<file path="src/include/glcd_pkg.sv">
// constants shared by the graphic lcd command decoder
package glcd_pkg;
   localparam logic [7:0] CMD_CURSOR = 8'h21;
   localparam logic [7:0] CMD_OFFSET = 8'h22;
   localparam logic [7:0] CMD_ADDR = 8'h24;
   localparam logic [7:0] CMD_TXT_HOME = 8'h40;
   localparam logic [7:0] CMD_TXT_AREA = 8'h41;
   localparam logic [7:0] CMD_GFX_HOME = 8'h42;
   localparam logic [7:0] CMD_GFX_AREA = 8'h43;
   localparam logic [7:0] CMD_BLINK = 8'h50;
   localparam logic [7:0] CMD_AUTOMOVE = 8'h60;
   localparam logic [7:0] CMD_FONT = 8'h70;
   localparam logic [7:0] CMD_REVERSE = 8'hD0;
   localparam logic [7:0] CMD_AUTO_WR = 8'hB0;
   localparam logic [7:0] CMD_AUTO_RD = 8'hB1;
   localparam logic [7:0] CMD_AUTO_RST = 8'hB2;
   localparam logic [3:0] GRP_MODE = 4'h8;
   localparam logic [3:0] GRP_DISP = 4'h9;
   localparam logic [4:0] GRP_CURPAT = 5'h14;
   localparam logic [4:0] GRP_DATA = 5'h18;
   localparam logic [3:0] GRP_BIT = 4'hF;
   localparam int COL_BITS = 7;
   localparam int ROW_BITS = 5;
   localparam int OFS_BITS = 5;
   localparam int ADDR_BITS = 16;
   localparam logic [2:0] BLINK_RESET = 3'h2;
   localparam logic [1:0] FONT_RESET = 2'h0;
   localparam logic [2:0] COMBINE_RESET = 3'h0;
   localparam logic [2:0] CURSOR_H_RESET = 3'h0;
   localparam logic [1:0] FONT_NONE1 = 2'h1;
   localparam logic [2:0] DIR_INC = 3'h0;
   localparam logic [2:0] DIR_DEC = 3'h2;
   localparam logic [2:0] DIR_HOLD = 3'h4;
   localparam int SYNC_STAGES = 2;
endpackage

</file>
<file path="src/glcd_sync.sv">
// two-flop synchroniser for pin inputs
`timescale 1ns/10ps
module glcd_sync #(
   parameter int WIDTH = 1,
   parameter logic [WIDTH-1:0] INIT = '0
) (
   input wire logic CLK_I,
   input wire logic RST_I,
   input wire logic [WIDTH-1:0] d_i,
   output logic [WIDTH-1:0] q_o
);
   logic [WIDTH-1:0] meta_ff;

   always_ff @(posedge CLK_I or posedge RST_I) begin
      if (RST_I) begin
         meta_ff <= INIT;
         q_o <= INIT;
      end else begin
         meta_ff <= d_i;
         q_o <= meta_ff;
      end
   end
endmodule

</file>
<file path="src/glcd_decoder.sv">
// command decoder of the graphic lcd controller
`timescale 1ns/10ps
module glcd_decoder
   import glcd_pkg::*;
#(
   parameter int AW = 16
) (
   input wire logic CLK_I,
   input wire logic RST_I,
   input wire logic WR_N_I,
   input wire logic RD_N_I,
   input wire logic CE_N_I,
   input wire logic CD_I,
   input wire logic [7:0] DB_I,
   output logic [7:0] DB_O,
   output logic DB_OE_O,
   input wire logic DUAL_SCAN_I,
   output logic MEM_WE_O,
   output logic MEM_RE_O,
   output logic [AW-1:0] MEM_ADDR_O,
   output logic [7:0] MEM_WDATA_O,
   input wire logic [7:0] MEM_RDATA_I,
   output logic [COL_BITS-1:0] CURSOR_COL_O,
   output logic [ROW_BITS-1:0] CURSOR_ROW_O,
   output logic CURSOR_LOWER_O,
   output logic [OFS_BITS-1:0] CG_OFFSET_O,
   output logic [15:0] TEXT_HOME_O,
   output logic [7:0] TEXT_AREA_O,
   output logic [15:0] GFX_HOME_O,
   output logic [7:0] GFX_AREA_O,
   output logic [2:0] COMBINE_MODE_O,
   output logic EXT_EXTERNAL_CHARACTER_RAM_O,
   output logic TEXT_ON_O,
   output logic GFX_ON_O,
   output logic CURSOR_ON_O,
   output logic CURSOR_BLINK_O,
   output logic [2:0] CURSOR_HEIGHT_O,
   output logic AUTO_WR_O,
   output logic AUTO_RD_O,
   output logic REVERSE_O,
   output logic [2:0] BLINK_TIME_O,
   output logic AUTO_MOVE_O,
   output logic [1:0] FONT_SEL_O
);
   // ----------------------------------------
   // pin synchronisation and strobe edges
   // ----------------------------------------
   logic [12:0] pin_s;
   logic wr_n_s, rd_n_s, ce_n_s, cd_s, dual_s;
   logic [7:0] db_s;
   logic wr_d_ff, rd_d_ff;

   glcd_sync #(.WIDTH(13), .INIT(13'h1C00)) u_sync (
      .CLK_I(CLK_I),
      .RST_I(RST_I),
      .d_i({WR_N_I, RD_N_I, CE_N_I, CD_I, DUAL_SCAN_I, DB_I}),
      .q_o(pin_s)
   );
   assign {wr_n_s, rd_n_s, ce_n_s, cd_s, dual_s, db_s} = pin_s;

   wire wr_act = ~wr_n_s & ~ce_n_s;
   wire rd_act = ~rd_n_s & ~ce_n_s;
   wire wr_rise = wr_act & ~wr_d_ff;
   wire rd_rise = rd_act & ~rd_d_ff;
   wire data_wr = wr_rise & ~cd_s;
   wire cmd_wr = wr_rise & cd_s;
   wire data_rd = rd_rise & ~cd_s;

   // ----------------------------------------
   // command decode
   // ----------------------------------------
   logic [7:0] p1_ff, p2_ff, cmd_ff;
   logic [AW-1:0] adp_ff;
   logic rd_pend_ff;
   logic [2:0] rd_dir_ff;
   logic bit_pend_ff, bit_val_ff;
   logic [2:0] bit_idx_ff;

   function automatic logic [AW-1:0] step_addr(input logic [AW-1:0] a, input logic [2:0] dir);
      step_addr = (dir == DIR_INC) ? a + 1'b1 : (dir == DIR_DEC) ? a - 1'b1 : a;
   endfunction

   wire is_mode = cmd_wr & (db_s[7:4] == GRP_MODE);
   wire is_disp = cmd_wr & (db_s[7:4] == GRP_DISP);
   wire is_curpat = cmd_wr & (db_s[7:3] == GRP_CURPAT);
   wire is_data = cmd_wr & (db_s[7:3] == GRP_DATA) & (db_s[2:1] != 2'h3);
   wire is_dwrite = is_data & ~db_s[0];
   wire is_dread = is_data & db_s[0];
   wire is_bit = cmd_wr & (db_s[7:4] == GRP_BIT);
   wire auto_wr_byte = data_wr & AUTO_WR_O;
   wire auto_rd_byte = data_rd & AUTO_RD_O;
   wire [2:0] mode_low = db_s[2:0];
   wire mode_ok = (mode_low == 3'h0) | (mode_low == 3'h1) | (mode_low == 3'h3) | (mode_low == 3'h4);
   wire font_ok = p1_ff[1];

   always_ff @(posedge CLK_I or posedge RST_I) begin
      if (RST_I) begin
         wr_d_ff <= 1'b0;
         rd_d_ff <= 1'b0;
         p1_ff <= 8'h00;
         p2_ff <= 8'h00;
         cmd_ff <= 8'h00;
      end else begin
         wr_d_ff <= wr_act;
         rd_d_ff <= rd_act;
         // last two data bytes written outside auto write stand as the parameters
         if (data_wr & ~AUTO_WR_O) begin
            p1_ff <= p2_ff;
            p2_ff <= db_s;
         end
         if (cmd_wr) begin
            cmd_ff <= db_s;
         end
      end
   end

   // ----------------------------------------
   // settings registers
   // ----------------------------------------
   always_ff @(posedge CLK_I or posedge RST_I) begin
      if (RST_I) begin
         CURSOR_COL_O <= '0;
         CURSOR_ROW_O <= '0;
         CG_OFFSET_O <= '0;
         TEXT_HOME_O <= 16'h0000;
         TEXT_AREA_O <= 8'h00;
         GFX_HOME_O <= 16'h0000;
         GFX_AREA_O <= 8'h00;
         COMBINE_MODE_O <= COMBINE_RESET;
         EXT_EXTERNAL_CHARACTER_RAM_O <= 1'b0;
         TEXT_ON_O <= 1'b0;
         GFX_ON_O <= 1'b0;
         CURSOR_ON_O <= 1'b0;
         CURSOR_BLINK_O <= 1'b0;
         CURSOR_HEIGHT_O <= CURSOR_H_RESET;
         REVERSE_O <= 1'b0;
         BLINK_TIME_O <= BLINK_RESET;
         AUTO_MOVE_O <= 1'b0;
         FONT_SEL_O <= FONT_RESET;
         AUTO_WR_O <= 1'b0;
         AUTO_RD_O <= 1'b0;
      end else if (cmd_wr) begin
         // parameters: p1_ff is the first, p2_ff the second
         if (db_s == CMD_CURSOR) begin
            CURSOR_COL_O <= p1_ff[COL_BITS-1:0];
            CURSOR_ROW_O <= p2_ff[ROW_BITS-1:0];
         end
         if (db_s == CMD_OFFSET) CG_OFFSET_O <= p1_ff[OFS_BITS-1:0];
         if (db_s == CMD_TXT_HOME) TEXT_HOME_O <= {p2_ff, p1_ff};
         if (db_s == CMD_TXT_AREA) TEXT_AREA_O <= p1_ff;
         if (db_s == CMD_GFX_HOME) GFX_HOME_O <= {p2_ff, p1_ff};
         if (db_s == CMD_GFX_AREA) GFX_AREA_O <= p1_ff;
         if (is_mode) begin
            if (mode_ok) COMBINE_MODE_O <= mode_low;
            EXT_EXTERNAL_CHARACTER_RAM_O <= db_s[3];
         end
         if (is_disp) begin
            TEXT_ON_O <= db_s[2];
            GFX_ON_O <= db_s[3];
            CURSOR_ON_O <= db_s[1];
            CURSOR_BLINK_O <= db_s[1] & db_s[0];
         end
         if (is_curpat) CURSOR_HEIGHT_O <= db_s[2:0];
         // second parameter ignored on option commands
         if (db_s == CMD_REVERSE) REVERSE_O <= p1_ff[0];
         if (db_s == CMD_BLINK) BLINK_TIME_O <= p1_ff[2:0];
         if (db_s == CMD_AUTOMOVE) AUTO_MOVE_O <= p1_ff[0];
         if ((db_s == CMD_FONT) & font_ok) FONT_SEL_O <= p1_ff[1:0];
         if (db_s == CMD_AUTO_WR) AUTO_WR_O <= 1'b1;
         if (db_s == CMD_AUTO_RD) AUTO_RD_O <= 1'b1;
         if (db_s == CMD_AUTO_RST) begin
            AUTO_WR_O <= 1'b0;
            AUTO_RD_O <= 1'b0;
         end
      end
   end

   // ----------------------------------------
   // display memory access
   // ----------------------------------------
   // memory read data is taken one cycle after MEM_RE_O; cursor column and row never touched here
   always_ff @(posedge CLK_I or posedge RST_I) begin
      if (RST_I) begin
         adp_ff <= '0;
         CURSOR_LOWER_O <= 1'b0;
         MEM_WE_O <= 1'b0;
         MEM_RE_O <= 1'b0;
         MEM_ADDR_O <= '0;
         MEM_WDATA_O <= 8'h00;
         DB_O <= 8'h00;
         DB_OE_O <= 1'b0;
         rd_pend_ff <= 1'b0;
         rd_dir_ff <= DIR_HOLD;
         bit_pend_ff <= 1'b0;
         bit_val_ff <= 1'b0;
         bit_idx_ff <= 3'h0;
      end else begin
         MEM_WE_O <= 1'b0;
         MEM_RE_O <= 1'b0;
         rd_pend_ff <= MEM_RE_O;
         // tracks the scan strap too, so no cursor reload is needed when it changes
         CURSOR_LOWER_O <= dual_s & CURSOR_ROW_O[ROW_BITS-1];
         DB_OE_O <= rd_act;
         if (rd_rise & cd_s) begin
            // status: ready flags always set, auto flags reflect mode
            DB_O <= {4'h0, AUTO_WR_O, AUTO_RD_O, 2'h3};
         end
         if (cmd_wr & (db_s == CMD_ADDR)) begin
            adp_ff <= AW'({p2_ff, p1_ff});
         end else if (is_dwrite | auto_wr_byte) begin
            MEM_WE_O <= 1'b1;
            MEM_ADDR_O <= adp_ff;
            MEM_WDATA_O <= is_dwrite ? p2_ff : db_s;
            adp_ff <= step_addr(adp_ff, is_dwrite ? {db_s[2:1], 1'b0} : DIR_INC);
         end else if (is_dread | auto_rd_byte | is_bit) begin
            MEM_RE_O <= 1'b1;
            MEM_ADDR_O <= adp_ff;
            rd_dir_ff <= is_dread ? {db_s[2:1], 1'b0} : (is_bit ? DIR_HOLD : DIR_INC);
            bit_pend_ff <= is_bit;
            bit_val_ff <= db_s[3];
            bit_idx_ff <= db_s[2:0];
         end else if (rd_pend_ff) begin
            adp_ff <= step_addr(adp_ff, rd_dir_ff);
            if (bit_pend_ff) begin
               MEM_WE_O <= 1'b1;
               MEM_WDATA_O <= bit_val_ff ? (MEM_RDATA_I | (8'h01 << bit_idx_ff))
                                         : (MEM_RDATA_I & ~(8'h01 << bit_idx_ff));
               bit_pend_ff <= 1'b0;
            end else begin
               DB_O <= MEM_RDATA_I;
            end
         end
      end
   end

   // ----------------------------------------
   // checks
   // ----------------------------------------
   cursor_load_a: assert property (@(posedge CLK_I) disable iff (RST_I)
      cmd_wr && db_s == CMD_CURSOR |=> CURSOR_COL_O == $past(p1_ff[6:0]) && CURSOR_ROW_O == $past(p2_ff[4:0]))
      else $error("cursor not loaded");
   cursor_hold_a: assert property (@(posedge CLK_I) disable iff (RST_I)
      !(cmd_wr && db_s == CMD_CURSOR) |=> $stable(CURSOR_COL_O) && $stable(CURSOR_ROW_O))
      else $error("cursor moved");
   lower_half_a: assert property (@(posedge CLK_I) disable iff (RST_I)
      CURSOR_LOWER_O == $past(dual_s && CURSOR_ROW_O[ROW_BITS-1]))
      else $error("lower half flag wrong");
   disp_off_a: assert property (@(posedge CLK_I) disable iff (RST_I)
      cmd_wr && db_s == 8'h90 |=> !TEXT_ON_O && !GFX_ON_O && !CURSOR_ON_O)
      else $error("display not off");
   blink_dep_a: assert property (@(posedge CLK_I) disable iff (RST_I)
      CURSOR_BLINK_O |-> CURSOR_ON_O)
      else $error("blink without cursor");
   write_pulse_a: assert property (@(posedge CLK_I) disable iff (RST_I)
      is_dwrite |=> MEM_WE_O && MEM_WDATA_O == $past(p2_ff) ##1 !MEM_WE_O)
      else $error("data write missing");
   read_back_a: assert property (@(posedge CLK_I) disable iff (RST_I)
      is_dread |=> MEM_RE_O ##1 rd_pend_ff)
      else $error("read not issued");
   font_keep_a: assert property (@(posedge CLK_I) disable iff (RST_I)
      cmd_wr && db_s == CMD_FONT && !p1_ff[1] |=> $stable(FONT_SEL_O))
      else $error("font changed");
   auto_exit_a: assert property (@(posedge CLK_I) disable iff (RST_I)
      cmd_wr && db_s == CMD_AUTO_RST |=> !AUTO_WR_O && !AUTO_RD_O)
      else $error("auto mode kept");
endmodule

</file>
<file path="config.mk">
export PLATFORM = sky130hd
export DESIGN_NAME = glcd_decoder
export DESIGN_NICKNAME = d
export VERILOG_FILES = /design/src/include/glcd_pkg.sv /design/src/glcd_sync.sv /design/src/glcd_decoder.sv
export SDC_FILE = /design/constraint.sdc
export NUM_CORES = 1
export LEC_CHECK = 0
export BUFFER_PORTS_ARGS = -buffer_cell sky130_fd_sc_hd__buf_2
export CAP_MARGIN = 30
export CORE_MARGIN = 2
export CORE_UTILIZATION = 50
export DETAILED_ROUTE_END_ITERATION = 6
export HOLD_SLACK_MARGIN = 0.08
export PLACE_DENSITY = 0.86
export SLEW_MARGIN = 20
export SYNTH_ARGS = -nofsm -noshare
export SYNTH_HDL_FRONTEND = slang
export SYNTH_SLANG_ARGS = --single-unit
export TNS_END_PERCENT = 20
</file>
<file path="constraint.sdc">
create_clock -name CLK_I -period 5.17 [get_ports CLK_I]
set_input_delay 0.517 -clock CLK_I [delete_from_list [all_inputs] [get_ports CLK_I]]
set_output_delay 0.517 -clock CLK_I [all_outputs]
set_load 0.01 [all_outputs]
</file>
==> results.md <==
* Routed via count at roughly 5500
* Worst vdd ir at approximately 0.24 mV
* Die span in y at between 100 and 150 µm
* CTS root buffer: clkbuf_16
* Final hold viol count at 0
* Max-Cap Viols at 0
* Final setup viols at 0
* Power Dens Cells at 350 nW/µm²
* Required @ worst endpoint at roughly 5500 ps
* Class of the most critical setup path: flop to flop
* H-tree Lvls at 4
* # DRC at 0
* Number of buffers created by CTS at 17
* FILL cells at between 1000 and 1500
* Synthesized flop and latch total at ~190
* Final Slew Violations at 0
* Antenna Cells at 0
* Reg2reg setup slack at around 2100 ps
* DR WL/cell at between 15 and 20 µm
* Critical Path Fanout Max at 20
* Core area at between 15000 and 20000 µm²
* Initial DRC Count at around 340
* Number of synthesized flops with an enable pin at 0
* Resized Gates After CTS at 0
* Via-to-Cell Ratio at 5.46
* Worst setup path end: adp_ff[2]$_DFFE_PP0P_
* Die Wd at ~130 µm
* Clk slew on worst S/H paths at roughly 70 ps
* IO Port Bufs at ~140
* Number of global-route vias before repair at 5499
* Met3 Resource Use GR at under 10%
* WL final at roughly 18 mm
* Status: complete, no violations
* Syn Nets at roughly 700
* Final net count at 806
* Final setup TNS at 0 ps
* Dpl hpwl at 12.4 mm
* Initial antenna violation count at 0
* Syn Area/Cell at around 12 µm²
* Post-synth top flop: dfrtp_1
* Reg2reg end: adp_ff[2]$_DFFE_PP0P_
* Data arrival time of the critical path at about 3400 ps
* Count leader, synth: dfrtp_1
* Post-CTS Hold Buffers at 0
* GP Congestion at 0.872
* Pin count of the biggest net entering global routing at 189
* RR Startpoint: u_sync.q_o[1]$_DFF_PP0_
* Skew final at 10.1 ps
* Setup Buffers After CTS at 0
* Min Tclk post-route at approximately 3000 ps
* Period utilisation layout at between 50 and 60%
* TritonCTS clock tree: done
* IO Count at 144
* Clock Tree Buf Depth at 2
* CP Cell Sequence: a211oi_1 > and4_1 > o21a_1 > mux2_2 > nand2_1 > xor2_1 > a21oi_1
* Asr flop ratio synth at 100%
* Worst slew margin at 33.8%
* Buffers and inverters on the worst path at 0
* Syn Std Cell Area at about 8000 µm²
* Top cells by count, synth: dfrtp_1, mux2_2, nand2_1
* Critical Path Start: u_sync.q_o[1]$_DFF_PP0_
* P_leak at 4.72 nW
* Top cells by area, synth: dfrtp_1, mux2_2, dfstp_2
* Die Footprint at roughly 17000 µm²
* Post-route cell area at roughly 9400 µm²
* Clock sinks at 188
* Fmax at approximately 330 MHz
* Synth top area share at a little under three fifths
* Worst skew pair latency at 430 ps
* Library cells used by synthesis at 59
* Grt peak-use layer: met2
* 1st-pass router iterations at 5
* Grt total ovfl at 0
* Layout cells sized above 1 at between 30% and 40%
* ANT nets after route at 0
* Critical path depth in cells at 7
* Aggregate global-route resource usage at 22.1%
* Row Count at 46
* Worst slack at placement at ~2200 ps
* RSZ-0062 raised after global routing: no
* Critical Path Source Type: flop
* Least-Margin Pin Slew at 993 ps
* Initial Utilization at around 51%
* M2 GR Usage at 34.8%
* Global-route wire length before repair at roughly 29 mm
* Worst Reg-to-Reg Cells at 7
* CP max stage cell: dfrtp_1
* Kind of end point of the critical path: flop
* Hold WC Path Type: input port to flop
* Placed instance area at around 8800 µm²
* Delay of the slowest critical-path stage at around 630 ps
* Met1 Resource Use GR at between 20 and 30%
* Largest delay share family, worst path: compound AO/OA/AOI/OAI gates
* Layout overhead on the synthesized area at 17.3%
* Post-synth top area cell: dfrtp_1
* Yosys warnings at 0
* Fin worst setup slack at about 2100 ps
* Synth Instances at 656
* Register area share after synthesis at between 50% and 60%
-- flip-flops by register name, summed over array words and instances, names as in the netlist, 3 cells and up --
name             flops
BLINK_TIME_O         3
GFX_HOME_O          16
bit_idx_ff           3
GFX_AREA_O           8
CURSOR_ROW_O         5
COMBINE_MODE_O       3
CG_OFFSET_O          5
CURSOR_COL_O         7
u_sync.meta_ff      13
CURSOR_HEIGHT_O      3
p2_ff                8
DB_O                 8
MEM_WDATA_O          8
p1_ff                8
TEXT_HOME_O         16
TEXT_AREA_O          8
adp_ff              16
u_sync.q_o          13
MEM_ADDR_O          16
-- how the worst min path moves through the flow --
stage	startpoint	endpoint	slack [ps]	cells after the start
3_5_place_dp	u_sync.meta_ff[5]$_DFF_PP0_	u_sync.q_o[5]$_DFF_PP0_	330	0
4_1_cts	RD_N_I	u_sync.meta_ff[11]$_DFF_PP1_	170	1
6_report	RD_N_I	u_sync.meta_ff[11]$_DFF_PP1_	190	1
3_3_place_gp	u_sync.meta_ff[8]$_DFF_PP0_	u_sync.q_o[8]$_DFF_PP0_	330	0
5_1_grt	RD_N_I	u_sync.meta_ff[11]$_DFF_PP1_	170	1
2_1_floorplan	u_sync.meta_ff[0]$_DFF_PP0_	u_sync.q_o[0]$_DFF_PP0_	330	0
-- stage by stage --
step	cells	power [W]	util [%]	hold WS [ps]
floorplan	656	0.00194	-	331
finish	1010	0.00329	59.7	187
detailed placement	978	0.00209	56.1	335
global placement	977	0.00207	56.0	332
CTS	1010	0.00332	59.7	168
global route	1010	0.00344	59.7	167
-- cell type report --
| cell class | instances | area [µm²] | share of cell area, % |
|---|---|---|---|
| clock buffers | 22 | 484 | 5.14 |
| clock inverters | 10 | 78.8 | 0.838 |
| inverters | 9 | 37.5 | 0.399 |
| multi-input cells | 419 | 3070 | 32.6 |
| flip-flops and latches | 188 | 4710 | 50.1 |
| well taps | 216 | 270 | 2.87 |
| repair buffers | 146 | 758 | 8.06 |
-- worst register-to-register path: cells and delay by family (launching register included) --
family           cells  cell delay, ps
AO/OA/AOI/OAI        3            1080
multiplexers         1             410
flip-flops           1             630
XOR/XNOR             1             150
AND/OR/NAND/NOR      2             670
-- cells in the final DEF, fill, tap and decap left out, types with 4 or more instances in the layout --
| master | n |
|---|---|
| nor3b_1 | 7 |
| dfstp_2 | 8 |
| xor2_1 | 7 |
| o21ai_1 | 6 |
| mux2_2 | 105 |
| clkbuf_8 | 4 |
| mux2i_1 | 10 |
| nand4_1 | 8 |
| nand2_1 | 52 |
| mux2_1 | 7 |
| buf_2 | 143 |
| nand3b_1 | 4 |
| clkbuf_16 | 17 |
| nand2b_1 | 5 |
| nand3_1 | 11 |
| nor4_1 | 6 |
| nor3_1 | 15 |
| nor2_1 | 47 |
| o21ai_0 | 32 |
| xnor2_1 | 7 |
| inv_1 | 8 |
| a21oi_1 | 37 |
| dfrtp_1 | 180 |
| and2_1 | 4 |
-- per-layer routing --
metal  vias up  wire length, µm
met5         -                0
met4         0              417
met3        32             1120
met2       171             8460
met1      2754             7830
li1       2557                -
-- power by group --
group	switching (W)	internal (W)	total [W]
logic	0.000172	0.000141	0.000313
registers	0.000178	0.00157	0.00175
clock network	0.000560	0.000675	0.00123
total	0.000910	0.00238	0.00329
-- logic make-up (layout without fill, tap and decap cells) --
kind of cell	Yosys count	count (layout)	synth area share, %
flops	188	188	58.7
simple gates	185	185	12.3
mux	122	122	17.0
compound gates	96	96	7.17
buf+inv	49	187	3.04
xor+xnor	14	14	1.53
fa+ha+maj	2	2	0.312
Note: power is estimated with default switching activity, not from simulation.
